### src/rtl/ces_params.svh
// constants of the exception sequencer: vectors, table layout, offsets
`ifndef CES_PARAMS_SVH
`define CES_PARAMS_SVH
// ----------------------------------------------------------------
// vector numbers and table
// ----------------------------------------------------------------
`define CES_VEC_BKPT 8'h04
`define CES_VEC_BERR 8'h05
`define CES_VEC_TRAP 8'h06
`define CES_VEC_ILLEGAL 8'h07
`define CES_VEC_DIVZ 8'h08
`define CES_VEC_UNINIT 8'h0f
`define CES_VEC_AUTO_BASE 8'h10
`define CES_VEC_SPURIOUS 8'h18
`define CES_VEC_USER_FIRST 8'h38
`define CES_TABLE_BYTES 512
`define CES_TABLE_ENTRIES 252
`define CES_RST_LAST_WORD 2'h3
// ----------------------------------------------------------------
// address adjustments and timing
// ----------------------------------------------------------------
`define CES_PREFETCH_ADJ 24'h000006
`define CES_SYNC_ADJ 24'h000002
`define CES_WORD_BYTES 16'h0002
`define CES_IRQ_NMI 3'h7
`define CES_MIN_BUS_CLKS 2
`define CES_INT_OP_CLKS 2
`endif

### src/rtl/ces_pkg.sv
// types shared by the exception sequencer and its bench
package ces_pkg;
	typedef enum logic [3:0] {
		ST_RESET, ST_IDLE, ST_PRIO, ST_PUSH_PC, ST_PUSH_CC,
		ST_CLR_BANK, ST_IACK, ST_VECGEN, ST_FETCH, ST_LOAD
	} ces_state_t;
	typedef struct packed {
		logic req;
		logic wr;
		logic prog;
		logic iack;
		logic [23:0] addr;
		logic [15:0] wdata;
	} ces_bus_t;
	typedef struct packed {
		logic trap;
		logic debug;
		logic illegal;
		logic divz;
	} ces_sync_t;
	typedef struct packed {
		logic start;
		logic prog;
		logic oper;
		logic intl;
	} ces_timing_t;
endpackage

### src/rtl/ces_sequencer.sv
// exception sequencer and instruction clock accounting of the 16-bit core
`timescale 1ns/1ns
`include "ces_params.svh"

module ces_sequencer
	import ces_pkg::*;
#(
	parameter int CNT_W = 16
) (
	// clock and reset
	input wire logic I_MCLK,
	input wire logic I_RESET,
	// asynchronous exception pins
	input wire logic I_RST_REQ,
	input wire logic I_BERR,
	input wire logic I_BKPT,
	input wire logic [2:0] I_IRQ_LEVEL,
	// core state and synchronous requests
	input wire logic I_BOUNDARY,
	input wire ces_sync_t I_SYNC_REQ,
	input wire logic [2:0] I_IRQ_MASK,
	input wire logic [23:0] I_PC,
	input wire logic [15:0] I_COND_CODES,
	input wire logic [15:0] I_SP,
	input wire logic [3:0] I_STACK_BANK,
	input wire logic I_RETURN,
	input wire logic [23:0] I_RETURN_ADDR,
	input wire ces_timing_t I_TIMING,
	// bus master
	output ces_bus_t O_BUS,
	input wire logic I_BUS_ACK,
	input wire logic I_BUS_BERR,
	input wire logic I_BUS_AUTOVEC,
	input wire logic [15:0] I_BUS_RDATA,
	// results to the core
	output logic O_BUSY,
	output logic O_LOAD,
	output logic O_RST_LOAD,
	output logic O_DEBUG,
	output logic [23:0] O_NEW_PC,
	output logic [15:0] O_NEW_SP,
	output logic [11:0] O_RST_EXT,
	output logic [15:0] O_RST_INDEX,
	output logic [7:0] O_VEC_NUM,
	output logic O_RETURN_VALID,
	output logic [23:0] O_RETURN_PC,
	output logic [CNT_W-1:0] O_INSN_CLKS
);

	// ----------------------------------------------------------------
	// elaboration check
	// ----------------------------------------------------------------
	if (CNT_W < 8) begin : g_bad_width
		$error("CNT_W must be at least 8");
	end

	// ----------------------------------------------------------------
	// synchronisers for the asynchronous pins
	// ----------------------------------------------------------------
	logic [5:0] sync1_ff, sync2_ff;
	logic [2:0] prev_ff, lvl_hist_ff;
	logic [2:0] pend_ff, nxt_pend, clr;
	logic [2:0] lvl_in;
	logic irq_ok, sync_any;

	// first stage feeds only the second; edges seen on stage two
	always_ff @(posedge I_MCLK) begin
		if (I_RESET) begin
			sync1_ff <= 6'h00;
			sync2_ff <= 6'h00;
			prev_ff <= 3'h0;
			lvl_hist_ff <= 3'h0;
			pend_ff <= 3'h0;
		end else begin
			sync1_ff <= {I_RST_REQ, I_BERR, I_BKPT, I_IRQ_LEVEL};
			sync2_ff <= sync1_ff;
			prev_ff <= sync2_ff[5:3];
			lvl_hist_ff <= sync2_ff[2:0];
			pend_ff <= nxt_pend;
		end
	end

	// a new edge wins over a clear in the same cycle
	always_comb begin
		nxt_pend = (pend_ff & ~clr) | (sync2_ff[5:3] & ~prev_ff);
	end

	// level bits may settle in different clocks; take two matching samples
	assign lvl_in = (sync2_ff[2:0] == lvl_hist_ff) ? lvl_hist_ff : 3'h0;
	assign sync_any = |I_SYNC_REQ;

	// ----------------------------------------------------------------
	// sequencer state
	// ----------------------------------------------------------------
	ces_state_t state_ff, nxt_state;
	ces_bus_t bus_ff, nxt_bus;
	logic bcyc_ff, nxt_bcyc, wait_ff, nxt_wait, bdone;
	logic [23:0] ret_ff, nxt_ret, pc_ff, nxt_pc;
	logic [15:0] cc_ff, nxt_cc, sp_ff, nxt_sp, iz_ff, nxt_iz;
	logic [3:0] sbank_ff, nxt_sbank;
	logic [11:0] ext_ff, nxt_ext;
	logic [7:0] vec_ff, nxt_vec;
	logic [2:0] lvl_ff, nxt_lvl;
	logic [1:0] idx_ff, nxt_idx;
	logic iack_ff, nxt_iack, nest_ff, nxt_nest, hold_ff, nxt_hold;
	logic load_ff, nxt_load, rload_ff, nxt_rload, dbg_ff, nxt_dbg;
	logic [23:0] async_ret;

	// interrupts stay unseen until the handler's first instruction ends
	assign irq_ok = (lvl_in != 3'h0) && !hold_ff &&
		((lvl_in == `CES_IRQ_NMI) || (lvl_in > I_IRQ_MASK));
	// an ack earlier than the second clock is ignored
	assign bdone = bus_ff.req && bcyc_ff && (I_BUS_ACK || I_BUS_BERR);
	// a nested exception returns to the handler just loaded
	assign async_ret = nest_ff ? pc_ff + `CES_PREFETCH_ADJ : I_PC;

	always_comb begin
		nxt_state = state_ff;
		nxt_bus = bus_ff;
		nxt_bus.req = 1'b0;
		nxt_bcyc = bus_ff.req && !bdone;
		nxt_wait = 1'b0;
		nxt_ret = ret_ff;
		nxt_pc = pc_ff;
		nxt_cc = cc_ff;
		nxt_sp = sp_ff;
		nxt_iz = iz_ff;
		nxt_sbank = sbank_ff;
		nxt_ext = ext_ff;
		nxt_vec = vec_ff;
		nxt_lvl = lvl_ff;
		nxt_idx = idx_ff;
		nxt_iack = iack_ff;
		nxt_nest = nest_ff;
		nxt_hold = hold_ff;
		nxt_load = 1'b0;
		nxt_rload = 1'b0;
		nxt_dbg = 1'b0;
		clr = 3'h0;
		case (state_ff)
			ST_RESET: begin
				// four program-space words from the bottom of bank 0
				clr[2] = 1'b1;
				nxt_bus.req = !bdone;
				nxt_bus.wr = 1'b0;
				nxt_bus.prog = 1'b1;
				nxt_bus.iack = 1'b0;
				nxt_bus.addr = {21'h000000, idx_ff, 1'b0};
				if (bdone) begin
					case (idx_ff)
						2'h0: nxt_ext = I_BUS_RDATA[11:0];
						2'h1: nxt_pc = {ext_ff[3:0], I_BUS_RDATA};
						2'h2: nxt_sp = I_BUS_RDATA;
						default: nxt_iz = I_BUS_RDATA;
					endcase
					nxt_idx = idx_ff + 2'h1;
					if (idx_ff == `CES_RST_LAST_WORD) begin
						nxt_state = ST_IDLE;
						nxt_rload = 1'b1;
						nxt_sbank = ext_ff[7:4];
						nxt_nest = 1'b0;
						nxt_hold = 1'b0;
					end
				end
			end
			ST_IDLE: begin
				if (I_BOUNDARY) begin
					nxt_hold = 1'b0;
				end
				if (pend_ff[2]) begin
					nxt_state = ST_RESET;
					nxt_idx = 2'h0;
				end else if (I_BOUNDARY && (pend_ff[1] || pend_ff[0] ||
						irq_ok || sync_any)) begin
					nxt_state = ST_PRIO;
					nxt_nest = 1'b0;
				end
			end
			ST_PRIO: begin
				// phase one: pick the most urgent pending exception
				nxt_wait = !wait_ff;
				if (wait_ff) begin
					nxt_state = ST_PUSH_PC;
					nxt_iack = 1'b0;
					nxt_ret = async_ret;
					if (!nest_ff) begin
						nxt_sp = I_SP;
						nxt_sbank = I_STACK_BANK;
						nxt_cc = I_COND_CODES;
					end
					if (pend_ff[2]) begin
						nxt_state = ST_RESET;
						nxt_idx = 2'h0;
					end else if (pend_ff[1]) begin
						nxt_vec = `CES_VEC_BERR;
						clr[1] = 1'b1;
					end else if (pend_ff[0]) begin
						nxt_vec = `CES_VEC_BKPT;
						clr[0] = 1'b1;
					end else if (irq_ok && !nest_ff) begin
						nxt_iack = 1'b1;
						nxt_lvl = lvl_in;
					end else if (sync_any && !nest_ff) begin
						nxt_ret = I_PC + `CES_SYNC_ADJ;
						if (I_SYNC_REQ.trap) begin
							nxt_vec = `CES_VEC_TRAP;
						end else if (I_SYNC_REQ.illegal) begin
							nxt_vec = `CES_VEC_ILLEGAL;
						end else if (I_SYNC_REQ.divz) begin
							nxt_vec = `CES_VEC_DIVZ;
						end else begin
							nxt_state = ST_IDLE;
							nxt_dbg = 1'b1;
						end
					end else begin
						nxt_state = ST_IDLE;
					end
				end
			end
			ST_PUSH_PC, ST_PUSH_CC: begin
				// phase two: return address, then codes with bank nibble
				nxt_bus.req = !bdone;
				nxt_bus.wr = 1'b1;
				nxt_bus.prog = 1'b0;
				nxt_bus.iack = 1'b0;
				nxt_bus.addr = {sbank_ff, 4'h0, sp_ff};
				nxt_bus.wdata = (state_ff == ST_PUSH_PC) ? ret_ff[15:0] :
					{cc_ff[15:4], ret_ff[23:20]};
				if (bdone) begin
					nxt_sp = sp_ff - `CES_WORD_BYTES;
					nxt_state = (state_ff == ST_PUSH_PC) ? ST_PUSH_CC :
						ST_CLR_BANK;
				end
			end
			ST_CLR_BANK: begin
				nxt_wait = !wait_ff;
				if (wait_ff) begin
					nxt_pc[23:20] = 4'h0;
					nxt_cc[3:0] = 4'h0;
					nxt_state = iack_ff ? ST_IACK : ST_VECGEN;
				end
			end
			ST_IACK: begin
				// phase three: the interrupting device names its vector
				nxt_bus.req = !bdone;
				nxt_bus.wr = 1'b0;
				nxt_bus.prog = 1'b0;
				nxt_bus.iack = 1'b1;
				nxt_bus.addr = {21'h000000, lvl_ff};
				if (bdone) begin
					if (I_BUS_BERR) begin
						nxt_vec = `CES_VEC_SPURIOUS;
					end else if (I_BUS_AUTOVEC) begin
						nxt_vec = `CES_VEC_AUTO_BASE + {5'h00, lvl_ff};
					end else begin
						nxt_vec = I_BUS_RDATA[7:0];
					end
					nxt_state = ST_FETCH;
				end
			end
			ST_VECGEN: begin
				// vector already known; conversion costs two clocks
				nxt_wait = !wait_ff;
				if (wait_ff) begin
					nxt_state = ST_FETCH;
				end
			end
			ST_FETCH: begin
				// one data-space word inside the 512-byte table
				nxt_bus.req = !bdone;
				nxt_bus.wr = 1'b0;
				nxt_bus.prog = 1'b0;
				nxt_bus.iack = 1'b0;
				nxt_bus.addr = {15'h0000, vec_ff, 1'b0};
				if (bdone) begin
					nxt_pc = {4'h0, 4'h0, I_BUS_RDATA};
					nxt_state = ST_LOAD;
				end
			end
			ST_LOAD: begin
				// phase four, unless an urgent event preempts the handler
				if (pend_ff != 3'h0) begin
					nxt_state = ST_PRIO;
					nxt_nest = 1'b1;
				end else begin
					nxt_load = 1'b1;
					nxt_hold = 1'b1;
					nxt_state = ST_IDLE;
				end
			end
			default: begin
				nxt_state = ST_IDLE;
			end
		endcase
	end

	// register the sequencer; reset starts the four-word fetch
	always_ff @(posedge I_MCLK) begin
		if (I_RESET) begin
			state_ff <= ST_RESET;
			bus_ff <= '0;
			bcyc_ff <= 1'b0;
			wait_ff <= 1'b0;
			ret_ff <= 24'h000000;
			pc_ff <= 24'h000000;
			cc_ff <= 16'h0000;
			sp_ff <= 16'h0000;
			iz_ff <= 16'h0000;
			sbank_ff <= 4'h0;
			ext_ff <= 12'h000;
			vec_ff <= 8'h00;
			lvl_ff <= 3'h0;
			idx_ff <= 2'h0;
			iack_ff <= 1'b0;
			nest_ff <= 1'b0;
			hold_ff <= 1'b0;
			load_ff <= 1'b0;
			rload_ff <= 1'b0;
			dbg_ff <= 1'b0;
		end else begin
			state_ff <= nxt_state;
			bus_ff <= nxt_bus;
			bcyc_ff <= nxt_bcyc;
			wait_ff <= nxt_wait;
			ret_ff <= nxt_ret;
			pc_ff <= nxt_pc;
			cc_ff <= nxt_cc;
			sp_ff <= nxt_sp;
			iz_ff <= nxt_iz;
			sbank_ff <= nxt_sbank;
			ext_ff <= nxt_ext;
			vec_ff <= nxt_vec;
			lvl_ff <= nxt_lvl;
			idx_ff <= nxt_idx;
			iack_ff <= nxt_iack;
			nest_ff <= nxt_nest;
			hold_ff <= nxt_hold;
			load_ff <= nxt_load;
			rload_ff <= nxt_rload;
			dbg_ff <= nxt_dbg;
		end
	end

	// ----------------------------------------------------------------
	// return adjustment and instruction clock accounting
	// ----------------------------------------------------------------
	logic ret_v_ff, nxt_ret_v;
	logic [23:0] ret_pc_ff, nxt_ret_pc;
	logic [CNT_W-1:0] p_ff, o_ff, i_ff, tot_ff;
	logic [CNT_W-1:0] nxt_p, nxt_o, nxt_i, nxt_tot;

	// counts restart on each start so only one instruction is summed
	always_comb begin
		nxt_ret_v = I_RETURN;
		nxt_ret_pc = I_RETURN ? I_RETURN_ADDR - `CES_PREFETCH_ADJ :
			ret_pc_ff;
		nxt_tot = tot_ff;
		nxt_p = p_ff + CNT_W'(I_TIMING.prog);
		nxt_o = o_ff + CNT_W'(I_TIMING.oper);
		nxt_i = i_ff + CNT_W'(I_TIMING.intl);
		if (I_TIMING.start) begin
			nxt_tot = p_ff + o_ff + i_ff;
			nxt_p = CNT_W'(I_TIMING.prog);
			nxt_o = CNT_W'(I_TIMING.oper);
			nxt_i = CNT_W'(I_TIMING.intl);
		end
	end

	always_ff @(posedge I_MCLK) begin
		if (I_RESET) begin
			ret_v_ff <= 1'b0;
			ret_pc_ff <= 24'h000000;
			p_ff <= '0;
			o_ff <= '0;
			i_ff <= '0;
			tot_ff <= '0;
		end else begin
			ret_v_ff <= nxt_ret_v;
			ret_pc_ff <= nxt_ret_pc;
			p_ff <= nxt_p;
			o_ff <= nxt_o;
			i_ff <= nxt_i;
			tot_ff <= nxt_tot;
		end
	end

	// ----------------------------------------------------------------
	// outputs
	// ----------------------------------------------------------------
	assign O_BUS = bus_ff;
	assign O_BUSY = (state_ff != ST_IDLE); // holds the core off the handler
	assign O_LOAD = load_ff;
	assign O_RST_LOAD = rload_ff;
	assign O_DEBUG = dbg_ff;
	assign O_NEW_PC = pc_ff;
	assign O_NEW_SP = sp_ff;
	assign O_RST_EXT = ext_ff;
	assign O_RST_INDEX = iz_ff;
	assign O_VEC_NUM = vec_ff;
	assign O_RETURN_VALID = ret_v_ff;
	assign O_RETURN_PC = ret_pc_ff;
	assign O_INSN_CLKS = tot_ff;

endmodule // ces_sequencer

### config.mk
export PLATFORM = sky130hd
export DESIGN_NAME = ces_sequencer
export DESIGN_NICKNAME = d
export VERILOG_FILES = /design/src/rtl/ces_pkg.sv /design/src/rtl/ces_sequencer.sv
export VERILOG_INCLUDE_DIRS = /design/src /design/src/rtl
export SDC_FILE = /design/constraint.sdc
export NUM_CORES = 1
export LEC_CHECK = 0
export BUFFER_PORTS_ARGS = -buffer_cell sky130_fd_sc_hd__buf_2
export CAP_MARGIN = 40
export CORE_UTILIZATION = 40
export CTS_BUF_LIST = sky130_fd_sc_hd__clkbuf_4 sky130_fd_sc_hd__clkbuf_8
export CTS_CLUSTER_DIAMETER = 80
export DETAILED_ROUTE_END_ITERATION = 10
export PLACE_DENSITY = 0.7
export SLEW_MARGIN = 15
export SYNTH_ARGS = -nofsm -noshare
export SYNTH_HDL_FRONTEND = slang
export SYNTH_SLANG_ARGS = --single-unit
### constraint.sdc
create_clock -name I_MCLK -period 4 [get_ports I_MCLK]
set_clock_uncertainty 0.05 [all_clocks]
set_input_delay 0.4 -clock I_MCLK [delete_from_list [all_inputs] [get_ports I_MCLK]]
set_output_delay 0.4 -clock I_MCLK [all_outputs]
set_load 0.05 [all_outputs]
==> summary.md <==
| Metric | Value |
|---|---|
| CP peak stage delay | `0.62 ns` |
| VDD IR-drop max | `0.203 mV` |
| Total number of vias | `12679` |
| Netlist Area Pre-Place | `0.0135 sq mm` |
| Unrepaired setup endpoints after global routing | `no` |
| Met1 WL | `17300 um` |
| Sw Ratio | `0.328` |
| Maximum clock frequency | `0.310 GHz` |
| Primary FF master, synth | `dfxtp_1` |
| CP required | `4.43 ns` |
| R2r worst-path depth | `9` |
| Post-DP HPWL | `29700 um` |
| Setup crit end kind | `flip-flop` |
| Lkg Pwr | `6.62 nW` |
| Worst Tran Pin Value | `0.918 ns` |
| Total negative slack | `0 ns` |
| Die height | `185 um` |
| WHS Path Cells | `3` |
| Yosys cell types | `83` |
| Endpoints failing hold | `0` |
| Met3 routed WL | `3280 um` |
| Iteration-0 DRC Markers | `1109` |
| Seq/Total Area, Yosys | `0.409` |
| DRC viols | `0` |
| Comb pwr share | `0.221` |
| H-tree depth | `2` |
| Layout cells sized above 1 | `0.209` |
| Area occupied by multi-input gates | `0.00741 sq mm` |
| Worst-path cell chain | `xor2_1, nor3_1, ha_1, a21oi_1, a211oi_1, o32a_2, or4b_4, and2_4, a32o_1` |
| Yosys reg bits | `275` |
| CORE AREA | `0.0329 sq mm` |
| Largest net degree at the start of global routing | `186` |
| IO Port Bufs | `276` |
| Clock root buffer | `clkbuf_8` |
| DRT Pass-1 Iters | `5` |
| DRT Wirelength | `41300 um` |
| Layout Cells excl Fill | `2344` |
| Max transition margin | `0.388` |
| CTS Buffer Depth | `3` |
| Number of nets with antenna violations after routing | `0` |
| EDFF count, synth | `0` |
| RR Startpoint | `sync2_ff[0]` |
| Final period utilization | `0.805` |
| Die Width | `185 um` |
| Switching power | `2.47 mW` |
| Wire per inst | `17.6 um` |
| Synth warn | `0` |
| Avg Vias per Cell | `5.41` |
| FFs w/ async S/R, synth | `0` |
| Final setup vio count | `0` |
| Hold_sp | `I_STACK_BANK[2]` |
| CP Class | `flip-flop to flip-flop` |
| Clk slew on worst S/H paths | `0.06 ns` |
| Placement Cell Area | `0.0151 sq mm` |
| Vias in the first global route | `11719` |
| Type of origin of the critical path | `flip-flop` |
| Min cycle time layout | `3.22 ns` |
| Worst-Skew Late Latency | `0.58 ns` |
| Hold Path Sink | `sbank_ff[2]` |
| CP max FO | `27` |
| Synth Instances | `1605` |
| Part of the power in the clock network | `0.377` |
| Post-cts resize count | `0` |
| CP Launch Point | `sync2_ff[0]` |
| Effective utilization at floorplan | `0.410` |
| Hold Path Class | `primary input to flip-flop` |
| Met2 wire length | `19000 um` |
| Final net count | `2036` |
| I/O Pins | `289` |
| Initial antenna violation count | `7` |
| Buf+Inv Stages, Crit Path | `0` |
| Cell internal pwr | `5.06 mW` |
| CP max-delay cell | `o32a_2` |
| FF-to-FF setup slack | `0.78 ns` |
| GP Congestion | `0.928` |
| Crit path DAT | `3.65 ns` |
| Placement row count | `66` |
| Clock Sink Count | `275` |
| Fill cells | `3187` |
| First-pass GRT wire length | `63400 um` |
| Seq. cell area | `0.00551 sq mm` |
| CTS tree | `done` |
| Sequential power share | `0.402` |
| CP top delay family | `compound AO/OA/AOI/OAI gates` |
| Final Core Density | `0.497` |
| CTS buffer count | `49` |
| PwrDens | `461 mW/mm^2` |
| Layout area overhead | `21.3%` |
| Mean Syn Cell Area | `8.39 sq um` |
| Area of the die | `0.0344 sq mm` |
| Post-layout instance area | `0.0163 sq mm` |
| R2r endpoint | `state_ff[2]` |
| Top Layer Used | `met4` |
| Global Route Usage Sum | `0.234` |
| DP Cell Count | `2237` |
| Status | `finished, final reports clean` |
| Max cap viols | `0` |
| Max Slew Vio Count | `0` |
| Global route total overflow | `0` |
-- worst reg2reg max path, cell delays in order, from the launching register on --
cell and delay [ns]:
dfxtp_1 0.33, xor2_1 0.19, nor3_1 0.31, ha_1 0.33, a21oi_1 0.20, a211oi_1 0.11
o32a_2 0.62, or4b_4 0.60, and2_4 0.20, a32o_1 0.20
-- power by group through the flow --
stage          combinational (mW)  sequential (mW)  clock [mW]
6_report                     1.66             3.03        2.84
3_5_place_dp                 1.62             3.08           0
5_1_grt                      1.78             3.05        3.03
4_1_cts                      1.64             3.02        2.91
2_1_floorplan               0.891             3.36           0
3_3_place_gp                 1.59             3.08           0
-- per-layer routing --
layer | up-vias | GRT usage
li1 | 6193 | -
met1 | 5919 | 0.298
met2 | 458 | 0.369
met3 | 109 | 0.0595
met4 | 0 | 0.115
met5 | - | 0
-- worst max-delay path by stage --
stage,endpoint,depth (start not counted)
2_1_floorplan,state_ff[2],10
3_3_place_gp,state_ff[2],9
3_5_place_dp,state_ff[2],9
4_1_cts,state_ff[2],9
5_1_grt,state_ff[2],9
6_report,state_ff[2],9
-- flip-flops by register name (all words and copies together), names as in the netlist, 6 cells and up --
signal       cells
O_BUS           40
sync2_ff         6
i_ff            16
O_RST_EXT       12
O_VEC_NUM        8
o_ff            16
ret_ff          20
cc_ff           12
sync1_ff         6
O_RST_INDEX     16
p_ff            16
O_INSN_CLKS     16
O_NEW_SP        16
O_NEW_PC        20
O_RETURN_PC     24
-- stage by stage --
step / hold slack (ns) / setup WS (ns) / power, mW
floorplan: 0.364 / 1.16 / 4.25
global placement: 0.373 / 0.836 / 4.67
detailed placement: 0.372 / 0.769 / 4.70
CTS: 0.000112 / 0.775 / 7.57
global route: 0.0198 / 0.559 / 7.86
finish: 0.0356 / 0.778 / 7.54
-- area by class of cell --
type,count,share of cell area
antenna,7,0.00107
clock buffer,78,0.0604
clock inverter,4,0.00452
inverter,28,0.00644
multi-input combinational,1203,0.454
sequential,275,0.337
tap,442,0.0339
timing repair buffer,307,0.103
-- cells in the final DEF (no fill, tap or decap), types with 17 or more instances in the layout --
cell	count
a211oi_1	41
a21oi_1	128
a22oi_1	19
and3_1	23
buf_2	275
clkbuf_8	64
dfxtp_1	275
dlygate4sd3_1	17
ha_1	32
inv_1	28
mux2i_1	38
nand2_1	204
nand3_1	46
nand4_1	19
nor2_1	196
nor2b_1	33
nor3_1	29
nor4_1	22
o21ai_0	71
or3_1	18
xnor2_1	44
xor2_1	39
-- cell families (layout without fill, tap and decap cells) --
kind of cell / after synthesis / count (layout) / synth area share
simple gates: 658 / 658 / 0.233
fa+ha+maj: 48 / 48 / 0.0535
buf+inv: 134 / 417 / 0.0433
flops: 275 / 275 / 0.409
other cells: 1 / 15 / 0.000279
xor+xnor: 83 / 83 / 0.0540
mux: 39 / 39 / 0.0291
compound gates: 367 / 367 / 0.178
-- synth_stat cells, types with 4 or more instances --
cell type  count  share of area
o21a_1         4         0.0022
nor2_1       197          0.055
nand2b_1      16         0.0074
a211oi_1      41          0.023
nor3_1        29          0.011
nand4_1       19         0.0088
or3_1         18         0.0084
buf_2         25         0.0093
nor2b_1       33          0.015
a31oi_1        6         0.0028
fa_1          16          0.024
nand3_1       46          0.017
a22oi_1       19          0.011
xnor2_1       44          0.029
dfxtp_1      275           0.41
nand3b_1       6         0.0033
xor2_1        39          0.025
o31a_1         5         0.0033
and3_1        23          0.011
mux2i_1       38          0.028
o22ai_1        9         0.0042
a311oi_1      13         0.0085
clkbuf_1      67          0.019
a221oi_1       4         0.0026
o21ai_0       71          0.026
nand2_1      204          0.057
o211ai_1       7         0.0039
a21o_1         6         0.0033
a21oi_1      128          0.048
a222oi_1       9         0.0067
nor4_1        22          0.010
buf_4          9         0.0050
inv_1         28         0.0078
ha_1          32          0.030
or4_1          4         0.0022
and2_1        11         0.0051
a32oi_1        5         0.0033
-- timing repair --
item,CTS,global route
setup buffers,0,0
hold endpoints to repair,17,0
hold buffers,17,0
Power figures use the tool's default switching activity.
